### src/pin_select_pkg.sv
package pin_select_pkg;

	////////////////////////////////////////////////////////////////////////
	// register map and fields
	localparam int REG_W = 16;
	localparam int ADDR_W = 4;
	localparam int CODE_W = 6;
	localparam int SRC_W = 7;
	localparam int PIN_IN_N = 128;
	localparam logic [ADDR_W-1:0] ADDR_DTCOMP6_SEL = 4'h0;
	localparam logic [ADDR_W-1:0] ADDR_PIN126_127_SEL = 4'h2;
	localparam int PIN126_LSB = 0;
	localparam int PIN127_LSB = 8;
	localparam int DTCOMP6_LSB = 0;
	localparam logic [REG_W-1:0] RST_SELECT = 16'h0000;
	localparam logic [CODE_W-1:0] RST_CODE = 6'h00;
	localparam logic [SRC_W-1:0] RST_SRC = 7'h00;

	////////////////////////////////////////////////////////////////////////
	// output function codes
	localparam logic [CODE_W-1:0] CODE_DEFAULT_PORT = 6'h00;
	localparam logic [CODE_W-1:0] CODE_SER1_TX = 6'h01;
	localparam logic [CODE_W-1:0] CODE_SER2_TX = 6'h03;
	localparam logic [CODE_W-1:0] CODE_SYNC2_DATA = 6'h08;
	localparam logic [CODE_W-1:0] CODE_SYNC2_CLK = 6'h09;
	localparam logic [CODE_W-1:0] CODE_SYNC2_SEL = 6'h0a;
	localparam logic [CODE_W-1:0] CODE_CODEC_DATA = 6'h0b;
	localparam logic [CODE_W-1:0] CODE_CODEC_CLK = 6'h0c;
	localparam logic [CODE_W-1:0] CODE_CODEC_FS = 6'h0d;
	localparam logic [CODE_W-1:0] CODE_CAN1_TX = 6'h0e;
	localparam logic [CODE_W-1:0] CODE_CAN2_TX = 6'h0f;
	localparam logic [CODE_W-1:0] CODE_COMPARE_FIRST = 6'h10;
	localparam logic [CODE_W-1:0] CODE_COMPARE_LAST = 6'h17;
	localparam logic [CODE_W-1:0] CODE_COMP1 = 6'h18;
	localparam logic [CODE_W-1:0] CODE_COMP2 = 6'h19;
	localparam logic [CODE_W-1:0] CODE_COMP3 = 6'h1a;
	localparam logic [CODE_W-1:0] CODE_SER3_TX = 6'h1b;
	localparam logic [CODE_W-1:0] CODE_SER3_RTS = 6'h1c;
	localparam logic [CODE_W-1:0] CODE_SER4_TX = 6'h1d;
	localparam logic [CODE_W-1:0] CODE_SER4_RTS = 6'h1e;
	localparam logic [CODE_W-1:0] CODE_SYNC3_DATA = 6'h1f;
	localparam logic [CODE_W-1:0] CODE_SYNC3_CLK = 6'h20;
	localparam logic [CODE_W-1:0] CODE_SYNC3_SEL = 6'h21;
	localparam logic [CODE_W-1:0] CODE_TB1_SYNC = 6'h2d;
	localparam logic [CODE_W-1:0] CODE_TB2_SYNC = 6'h2e;
	localparam logic [CODE_W-1:0] CODE_ENC1_CMP = 6'h2f;
	localparam logic [CODE_W-1:0] CODE_ENC2_CMP = 6'h30;
	localparam logic [CODE_W-1:0] CODE_REF_CLK = 6'h31;
	localparam logic [CODE_W-1:0] CODE_COMP4 = 6'h32;
	localparam logic [CODE_W-1:0] CODE_COMP5 = 6'h33;

	////////////////////////////////////////////////////////////////////////
	// peripheral output bundle: slot 0 idle, then in code order
	localparam int PERIPH_N = 36;
	localparam logic [5:0] SLOT_NONE = 6'h00;
	localparam logic [5:0] SLOT_SER1_TX = 6'h01;
	localparam logic [5:0] SLOT_SER2_TX = 6'h02;
	localparam logic [5:0] SLOT_SYNC2_BASE = 6'h03;
	localparam logic [5:0] SLOT_CODEC_BASE = 6'h06;
	localparam logic [5:0] SLOT_CAN_BASE = 6'h09;
	localparam logic [5:0] SLOT_COMPARE_BASE = 6'h0b;
	localparam logic [5:0] SLOT_COMP_LOW_BASE = 6'h13;
	localparam logic [5:0] SLOT_SER3_TX = 6'h16;
	localparam logic [5:0] SLOT_SER3_RTS = 6'h17;
	localparam logic [5:0] SLOT_SER4_TX = 6'h18;
	localparam logic [5:0] SLOT_SER4_RTS = 6'h19;
	localparam logic [5:0] SLOT_SYNC3_BASE = 6'h1a;
	localparam logic [5:0] SLOT_TB_BASE = 6'h1d;
	localparam logic [5:0] SLOT_ENC_BASE = 6'h1f;
	localparam logic [5:0] SLOT_REF_CLK = 6'h21;
	localparam logic [5:0] SLOT_COMP_HIGH_BASE = 6'h22;

	////////////////////////////////////////////////////////////////////////
	// dead-time compensation 6 source codes
	localparam logic [SRC_W-1:0] SRC_GROUND = 7'h00;
	localparam logic [SRC_W-1:0] SRC_COMP1 = 7'h01;
	localparam logic [SRC_W-1:0] SRC_PIN_MAX = 7'h7c;

endpackage

### src/pin_route_if.sv
`timescale 1ns/1ps
interface pin_route_if;
	import pin_select_pkg::*;
	logic [CODE_W-1:0] code;
	logic [PERIPH_N-1:0] periph;
	logic routed;
	logic level;
	modport mux (input code, input periph, output routed, output level);
	modport ctrl (output code, output periph, input routed, input level);
endinterface

### src/remappable_pin_select_matrix.sv
`timescale 1ns/1ps
module remappable_pin_select_matrix
	import pin_select_pkg::*;
#(
	parameter bit LARGE_VARIANT = 1'b1
)
(
	input wire logic sys_clk_i,
	input wire logic rst_n_i,
	input wire logic [ADDR_W-1:0] reg_addr_i,
	input wire logic [REG_W-1:0] reg_wdata_i,
	input wire logic reg_wr_i,
	input wire logic reg_rd_i,
	output logic [REG_W-1:0] reg_rdata_o,
	input wire logic serial1_transmit_i,
	input wire logic serial2_transmit_i,
	input wire logic serial3_transmit_i,
	input wire logic serial4_transmit_i,
	input wire logic serial3_request_to_send_i,
	input wire logic serial4_request_to_send_i,
	input wire logic sync_port2_data_out_i,
	input wire logic sync_port2_clock_out_i,
	input wire logic sync_port2_select_out_i,
	input wire logic sync_port3_data_out_i,
	input wire logic sync_port3_clock_out_i,
	input wire logic sync_port3_select_out_i,
	input wire logic codec_data_out_i,
	input wire logic codec_clock_out_i,
	input wire logic codec_frame_sync_i,
	input wire logic can_unit1_transmit_i,
	input wire logic can_unit2_transmit_i,
	input wire logic [7:0] compare_channel_out_i,
	input wire logic [4:0] comparator_out_i,
	input wire logic primary_timebase_sync_out_i,
	input wire logic secondary_timebase_sync_out_i,
	input wire logic encoder1_counter_compare_out_i,
	input wire logic encoder2_counter_compare_out_i,
	input wire logic reference_clock_out_i,
	input wire logic port126_data_i,
	input wire logic port127_data_i,
	input wire logic comparator1_source_i,
	input wire logic [PIN_IN_N-1:0] remappable_input_pin_i,
	output logic pin126_o,
	output logic pin127_o,
	output logic pin126_remapped_o,
	output logic pin127_remapped_o,
	output logic deadtime_comp6_o
);

	////////////////////////////////////////////////////////////////////////
	// select registers
	logic [SRC_W-1:0] deadtime_comp6_source;
	logic [CODE_W-1:0] pin126_output_code;
	logic [CODE_W-1:0] pin127_output_code;
	logic [PIN_IN_N-1:0] pin_meta;
	logic [PIN_IN_N-1:0] pin_sync;

	wire hit_src = (reg_addr_i == ADDR_DTCOMP6_SEL);
	wire hit_pin = (reg_addr_i == ADDR_PIN126_127_SEL) && LARGE_VARIANT;
	wire wr_src = reg_wr_i && hit_src;
	wire wr_pin = reg_wr_i && hit_pin;

	// only the implemented field bits are stored; the rest never exist
	always_ff @(posedge sys_clk_i or negedge rst_n_i)
	begin
		if (!rst_n_i)
		begin
			deadtime_comp6_source <= RST_SRC;
			pin126_output_code <= RST_CODE;
			pin127_output_code <= RST_CODE;
		end
		else
		begin
			if (wr_src)
				deadtime_comp6_source <= reg_wdata_i[DTCOMP6_LSB +: SRC_W];
			if (wr_pin)
			begin
				pin126_output_code <= reg_wdata_i[PIN126_LSB +: CODE_W];
				pin127_output_code <= reg_wdata_i[PIN127_LSB +: CODE_W];
			end
		end
	end

	////////////////////////////////////////////////////////////////////////
	// read path: data valid only in the cycle after the strobe
	logic [REG_W-1:0] src_word;
	logic [REG_W-1:0] pin_word;
	logic [REG_W-1:0] rd_word;

	assign src_word = REG_W'(deadtime_comp6_source) << DTCOMP6_LSB;
	assign pin_word = (REG_W'(pin126_output_code) << PIN126_LSB)
		| (REG_W'(pin127_output_code) << PIN127_LSB);
	assign rd_word = hit_src ? src_word : (hit_pin ? pin_word : RST_SELECT);

	always_ff @(posedge sys_clk_i or negedge rst_n_i)
	begin
		if (!rst_n_i)
			reg_rdata_o <= RST_SELECT;
		else
			reg_rdata_o <= reg_rd_i ? rd_word : RST_SELECT;
	end

	////////////////////////////////////////////////////////////////////////
	// peripheral bundle and the two pin multiplexers
	logic [PERIPH_N-1:0] periph;

	assign periph = {
		comparator_out_i[4:3],
		reference_clock_out_i,
		encoder2_counter_compare_out_i,
		encoder1_counter_compare_out_i,
		secondary_timebase_sync_out_i,
		primary_timebase_sync_out_i,
		sync_port3_select_out_i,
		sync_port3_clock_out_i,
		sync_port3_data_out_i,
		serial4_request_to_send_i,
		serial4_transmit_i,
		serial3_request_to_send_i,
		serial3_transmit_i,
		comparator_out_i[2:0],
		compare_channel_out_i,
		can_unit2_transmit_i,
		can_unit1_transmit_i,
		codec_frame_sync_i,
		codec_clock_out_i,
		codec_data_out_i,
		sync_port2_select_out_i,
		sync_port2_clock_out_i,
		sync_port2_data_out_i,
		serial2_transmit_i,
		serial1_transmit_i,
		1'b0
	};

	pin_route_if rt126 ();
	pin_route_if rt127 ();

	assign rt126.code = pin126_output_code;
	assign rt126.periph = periph;
	assign rt127.code = pin127_output_code;
	assign rt127.periph = periph;

	pin_output_mux u_mux126 (.rt(rt126.mux));
	pin_output_mux u_mux127 (.rt(rt127.mux));

	// pins fall back to the port latch whenever no peripheral is selected
	wire next_pin126 = rt126.routed ? rt126.level : port126_data_i;
	wire next_pin127 = rt127.routed ? rt127.level : port127_data_i;

	always_ff @(posedge sys_clk_i or negedge rst_n_i)
	begin
		if (!rst_n_i)
		begin
			pin126_o <= 1'b0;
			pin127_o <= 1'b0;
			pin126_remapped_o <= 1'b0;
			pin127_remapped_o <= 1'b0;
		end
		else
		begin
			pin126_o <= next_pin126;
			pin127_o <= next_pin127;
			pin126_remapped_o <= rt126.routed;
			pin127_remapped_o <= rt127.routed;
		end
	end

	////////////////////////////////////////////////////////////////////////
	// dead-time compensation input 6
	// pin inputs are asynchronous, so two stages before the selector
	always_ff @(posedge sys_clk_i or negedge rst_n_i)
	begin
		if (!rst_n_i)
		begin
			pin_meta <= '0;
			pin_sync <= '0;
		end
		else
		begin
			pin_meta <= remappable_input_pin_i;
			pin_sync <= pin_meta;
		end
	end

	wire src_is_ground = (deadtime_comp6_source == SRC_GROUND);
	wire src_is_comp1 = (deadtime_comp6_source == SRC_COMP1);
	wire src_is_pin = (deadtime_comp6_source > SRC_COMP1) && (deadtime_comp6_source <= SRC_PIN_MAX);
	// codes above the last pin have no source and read as ground
	wire next_comp6 = src_is_comp1 ? comparator1_source_i
		: (src_is_pin ? pin_sync[deadtime_comp6_source] : 1'b0);

	always_ff @(posedge sys_clk_i or negedge rst_n_i)
	begin
		if (!rst_n_i)
			deadtime_comp6_o <= 1'b0;
		else
			deadtime_comp6_o <= next_comp6;
	end

	wire [2:0] cmp126_idx = pin126_output_code[2:0];
endmodule // remappable_pin_select_matrix

### src/pin_output_mux.sv
`timescale 1ns/1ps
module pin_output_mux
	import pin_select_pkg::*;
(
	pin_route_if.mux rt
);

	// bundle slot for a code; slot none means no peripheral drives the pin
	function automatic logic [5:0] slot_of(input logic [CODE_W-1:0] code);
		logic [5:0] s;
		s = SLOT_NONE;
		unique case (code)
			CODE_SER1_TX: s = SLOT_SER1_TX;
			CODE_SER2_TX: s = SLOT_SER2_TX;
			CODE_SER3_TX: s = SLOT_SER3_TX;
			CODE_SER4_TX: s = SLOT_SER4_TX;
			CODE_SYNC2_DATA, CODE_SYNC2_CLK, CODE_SYNC2_SEL:
				s = SLOT_SYNC2_BASE + 6'(code - CODE_SYNC2_DATA);
			CODE_SYNC3_DATA, CODE_SYNC3_CLK, CODE_SYNC3_SEL:
				s = SLOT_SYNC3_BASE + 6'(code - CODE_SYNC3_DATA);
			CODE_CODEC_DATA, CODE_CODEC_CLK, CODE_CODEC_FS:
				s = SLOT_CODEC_BASE + 6'(code - CODE_CODEC_DATA);
			CODE_CAN1_TX, CODE_CAN2_TX:
				s = SLOT_CAN_BASE + 6'(code - CODE_CAN1_TX);
			CODE_COMP1, CODE_COMP2, CODE_COMP3:
				s = SLOT_COMP_LOW_BASE + 6'(code - CODE_COMP1);
			CODE_COMP4, CODE_COMP5:
				s = SLOT_COMP_HIGH_BASE + 6'(code - CODE_COMP4);
			CODE_SER3_RTS: s = SLOT_SER3_RTS;
			CODE_SER4_RTS: s = SLOT_SER4_RTS;
			CODE_TB1_SYNC, CODE_TB2_SYNC:
				s = SLOT_TB_BASE + 6'(code - CODE_TB1_SYNC);
			CODE_ENC1_CMP, CODE_ENC2_CMP:
				s = SLOT_ENC_BASE + 6'(code - CODE_ENC1_CMP);
			CODE_REF_CLK: s = SLOT_REF_CLK;
			default:
			begin
				if (code >= CODE_COMPARE_FIRST && code <= CODE_COMPARE_LAST)
				begin
					s = SLOT_COMPARE_BASE + 6'(code - CODE_COMPARE_FIRST);
				end
				else
				begin
					s = SLOT_NONE;
				end
			end
		endcase
		return s;
	endfunction

	logic [5:0] slot;

	assign slot = slot_of(rt.code);
	assign rt.routed = (slot != SLOT_NONE);
	assign rt.level = rt.periph[slot];

endmodule // pin_output_mux

### config.mk
export PLATFORM = sky130hd
export DESIGN_NAME = remappable_pin_select_matrix
export DESIGN_NICKNAME = d
export VERILOG_FILES = /design/src/pin_select_pkg.sv /design/src/pin_route_if.sv /design/src/remappable_pin_select_matrix.sv /design/src/pin_output_mux.sv
export SDC_FILE = /design/constraint.sdc
export NUM_CORES = 1
export LEC_CHECK = 0
export BUFFER_PORTS_ARGS = -buffer_cell sky130_fd_sc_hd__buf_2
export CORE_ASPECT_RATIO = 1.1
export CORE_UTILIZATION = 45
export CTS_BUF_LIST = sky130_fd_sc_hd__clkbuf_2 sky130_fd_sc_hd__clkbuf_4 sky130_fd_sc_hd__clkbuf_8
export CTS_CLUSTER_DIAMETER = 100
export DETAILED_ROUTE_END_ITERATION = 10
export MAX_ROUTING_LAYER = met4
export PLACE_DENSITY = 0.67
export SLEW_MARGIN = 10
export SYNTH_ARGS = -nofsm -noshare
export SYNTH_HDL_FRONTEND = slang
export SYNTH_HIERARCHICAL = 1
export SYNTH_SLANG_ARGS = --single-unit
### constraint.sdc
create_clock -name sys_clk_i -period 3.6 [get_ports sys_clk_i]
set_input_delay 0.36 -clock sys_clk_i [delete_from_list [all_inputs] [get_ports sys_clk_i]]
set_output_delay 0.36 -clock sys_clk_i [all_outputs]
set_load 0.02 [all_outputs]
==> summary.md <==
| Metric | Value |
|---|---|
| WP data required | `4.03 ns` |
| Final period util | `0.950` |
| CTS max path bufs | `3` |
| RSZ-0062 raised after global routing | `no` |
| Avg Cell Area, Syn | `15.3 µm²` |
| CORE AREA | `23900 µm²` |
| Maximum VDD drop | `0.475 mV` |
| Relative slew margins | `0.435` |
| Initial antenna violation count | `0` |
| GRT Residual Overflow | `0` |
| Critical path fanouts, max | `7` |
| First-pass GRT wire length | `42400 µm` |
| Worst Setup SP | `pin126_output_code[1]` |
| Sequential area share after synthesis | `0.662` |
| Status | `complete, no violations` |
| Max Slew Vio Count | `0` |
| Hold Crit Depth | `2` |
| Antenna viol nets, final | `0` |
| Worst Hold End | `deadtime_comp6_source[2]` |
| Slew @ Worst Pin | `0.847 ns` |
| H-tree levels | `2` |
| Post-synth EDFFs | `0` |
| Dominant cells by area after synthesis | `dfrtp_1 66%, mux2i_1 5.1%, mux4_1 3.6%, mux2_2 2.8%, ha_1 2.0%` |
| Die width | `152 µm` |
| CTS Buf Count | `45` |
| Post-synthesis register bit count | `293` |
| Async S/R FF share, synth | `1.00` |
| Via Count | `7403` |
| Worst setup SP type | `flop` |
| Max incr delay on CP | `0.45 ns` |
| CP max-delay cell | `dfrtp_2` |
| Number of global-route vias before repair | `7811` |
| Worst-Skew Late Latency | `0.57 ns` |
| Synth area leader | `dfrtp_1` |
| Ports | `211` |
| Die area | `25200 µm²` |
| Wire per inst | `19.2 µm` |
| Main synth FF type | `dfrtp_1` |
| Critical setup path kind | `flop to flop` |
| Worst r2r dst | `pin126_o` |
| GP Congestion | `0.919` |
| Root Driver | `clkbuf_8` |
| Pin count of the biggest net entering global routing | `115` |
| Clk slew on worst S/H paths | `0.06 ns` |
| Post-Synthesis Cells | `723` |
| Post-Synthesis Cell Area | `11100 µm²` |
| Tot Pwr | `0.00944 W` |
| Die Y | `167 µm` |
| Clock sinks | `293` |
| Synthesis-to-finish area growth | `35.3%` |
| Detailed placement HPWL | `16300 µm` |
| Crit path time final | `3.42 ns` |
| Worst-path cell chain | `inv_1 -> ha_2 -> o21ai_0 -> o31a_1 -> and4_4 -> or2_1 -> a221oi_4 -> nor2_1 -> a32o_1 -> o311ai_2 -> o211ai_1 -> mux2_2` |
| Routed wire length | `28000 µm` |
| Critical R2R Launch | `pin126_output_code[1]` |
| Crit path DAT | `3.85 ns` |
| R2R Setup Slk | `0.18 ns` |
| Drc violations | `0` |
| HP Start | `reg_wdata_i[2]` |
| Highest Clock Rate | `292 MHz` |
| Hold Crit Class | `input pin to flop` |
| Initial Utilization | `0.463` |
| Yosys warns | `6` |
| Most frequent cells in the layout | `286 x dfrtp_1, 203 x buf_2, 130 x dlygate4sd3_1` |
| Vias per inst | `5.09` |
| Reg2Reg Depth | `12` |
| CTS tree | `built` |
| Std-Cell Rows | `59` |
| Initial DRC count | `287` |
| Fraction of layout cells with a size suffix above 1 | `0.348` |
| Most common cell after layout, fill and taps aside | `dfrtp_1` |
| Fin nets | `1324` |
| Max-capacitance violation count | `0` |
| Top-area cell type share of the netlist area | `0.662` |
| Total negative slack | `0 ns` |
| GRT Total Usage | `0.231` |
| Critical path endpoint category | `flop` |
| Worst clock skew | `0.0250 ns` |
| Drt pass-1 iters | `4` |
| P per Cell Area | `630 nW/µm²` |
| Hold Slack | `0.0390 ns` |
| Antenna fix cells | `0` |
| IO Port Bufs | `204` |
| Yosys cell types | `84` |
| Setup Viol. Count Final | `0` |
| Final Hold Viols | `0` |
| Final core occ | `0.626` |
| Leak | `7.03 nW` |
-- what timing repair did --
action / 4_1_cts / 5_1_grt
hold buffers: 130 / 0
setup buffers: 0 / 4
setup endpoints to repair: 0 / 2
endpoints found under the hold margin: 241 / 0
gates resized for setup: 0 / 14
-- where the power goes --
part | switching, W | internal (W)
Combinational | 0.00134 | 0.00130
Clock | 0.00132 | 0.00175
Sequential | 0.000211 | 0.00352
Total | 0.00286 | 0.00657
-- layout make-up --
type / instances / area [µm²]
Fill cell: 1766 / 8940
Timing Repair Buffer: 373 / 2690
Inverter: 18 / 67.6
Multi-Input combinational cell: 385 / 3480
Clock inverter: 14 / 178
Tap cell: 305 / 382
Sequential cell: 293 / 7340
Clock buffer: 67 / 847
-- how the worst max path moves through the flow --
stage,endpoint,slack [ns],cells past startpoint
global route,pin126_o,0.009,12
finish,pin126_o,0.18,12
detailed placement,pin126_o,0.04,12
global placement,pin126_o,0.07,12
CTS,pin126_o,0.01,12
floorplan,pin126_o,0.30,11
-- stage by stage --
stage                     cell area (µm²)  worst slack (ns)  instances
after detailed placement            12600            0.0416       1239
after global placement              12600            0.0736       1239
after CTS                           14900            0.0122       1450
after global routing                15000           0.00947       1455
final                               15000             0.181       1455
after floorplan                     11100             0.300        727
-- metal layers --
metal	vias to the layer above	track usage	routed length (µm)
li1	3423	-	-
met1	3658	0.289	11600
met2	277	0.383	14100
met3	45	0.0427	1660
met4	0	0.0650	534
met5	-	-	0
-- logic make-up after synthesis --
logic type / after synthesis / share of synthesized area
DFF: 293 / 0.662
and+or+nand+nor: 138 / 0.0719
muxes: 111 / 0.137
AOI/OAI and AO/OA: 105 / 0.0737
buffers and inverters: 50 / 0.0290
adders and majority gates: 18 / 0.0203
xor gates and xnor gates: 7 / 0.00554
other: 1 / 0.000339
-- Yosys cell counts (4+ instances only) --
| cell | n |
|---|---|
| a211o_1 | 4 |
| a211oi_1 | 4 |
| a21oi_1 | 20 |
| a221oi_2 | 4 |
| a31oi_1 | 5 |
| and2_1 | 4 |
| and3_1 | 10 |
| buf_2 | 8 |
| buf_4 | 8 |
| buf_6 | 8 |
| dfrtp_1 | 293 |
| ha_1 | 18 |
| inv_1 | 17 |
| mux2_2 | 28 |
| mux2i_1 | 56 |
| mux4_1 | 15 |
| mux4_2 | 10 |
| nand2_1 | 19 |
| nand2b_1 | 8 |
| nand3_1 | 13 |
| nand4_1 | 11 |
| nor2_1 | 30 |
| nor2b_1 | 10 |
| nor3_1 | 6 |
| o21ai_0 | 17 |
| o21ai_1 | 5 |
| o22ai_1 | 4 |
| xnor2_1 | 6 |
-- critical path, delay by kind of cell, from the launching register on --
family          cells  cell delay, ns
fa+ha+maj           1            0.25
buf+inv             1            0.12
simple gates        3            0.59
flops               1            0.45
mux                 1            0.28
compound gates      6            1.57
-- sequential cells by signal, indices dropped and copies added (netlist names) --
signal	count
deadtime_comp6_o	1
deadtime_comp6_source	7
pin126_o	1
pin126_output_code	6
pin126_remapped_o	1
pin127_o	1
pin127_output_code	6
pin127_remapped_o	1
pin_meta	128
pin_sync	128
reg_rdata_o	13
Power figures use the tool's default switching activity.
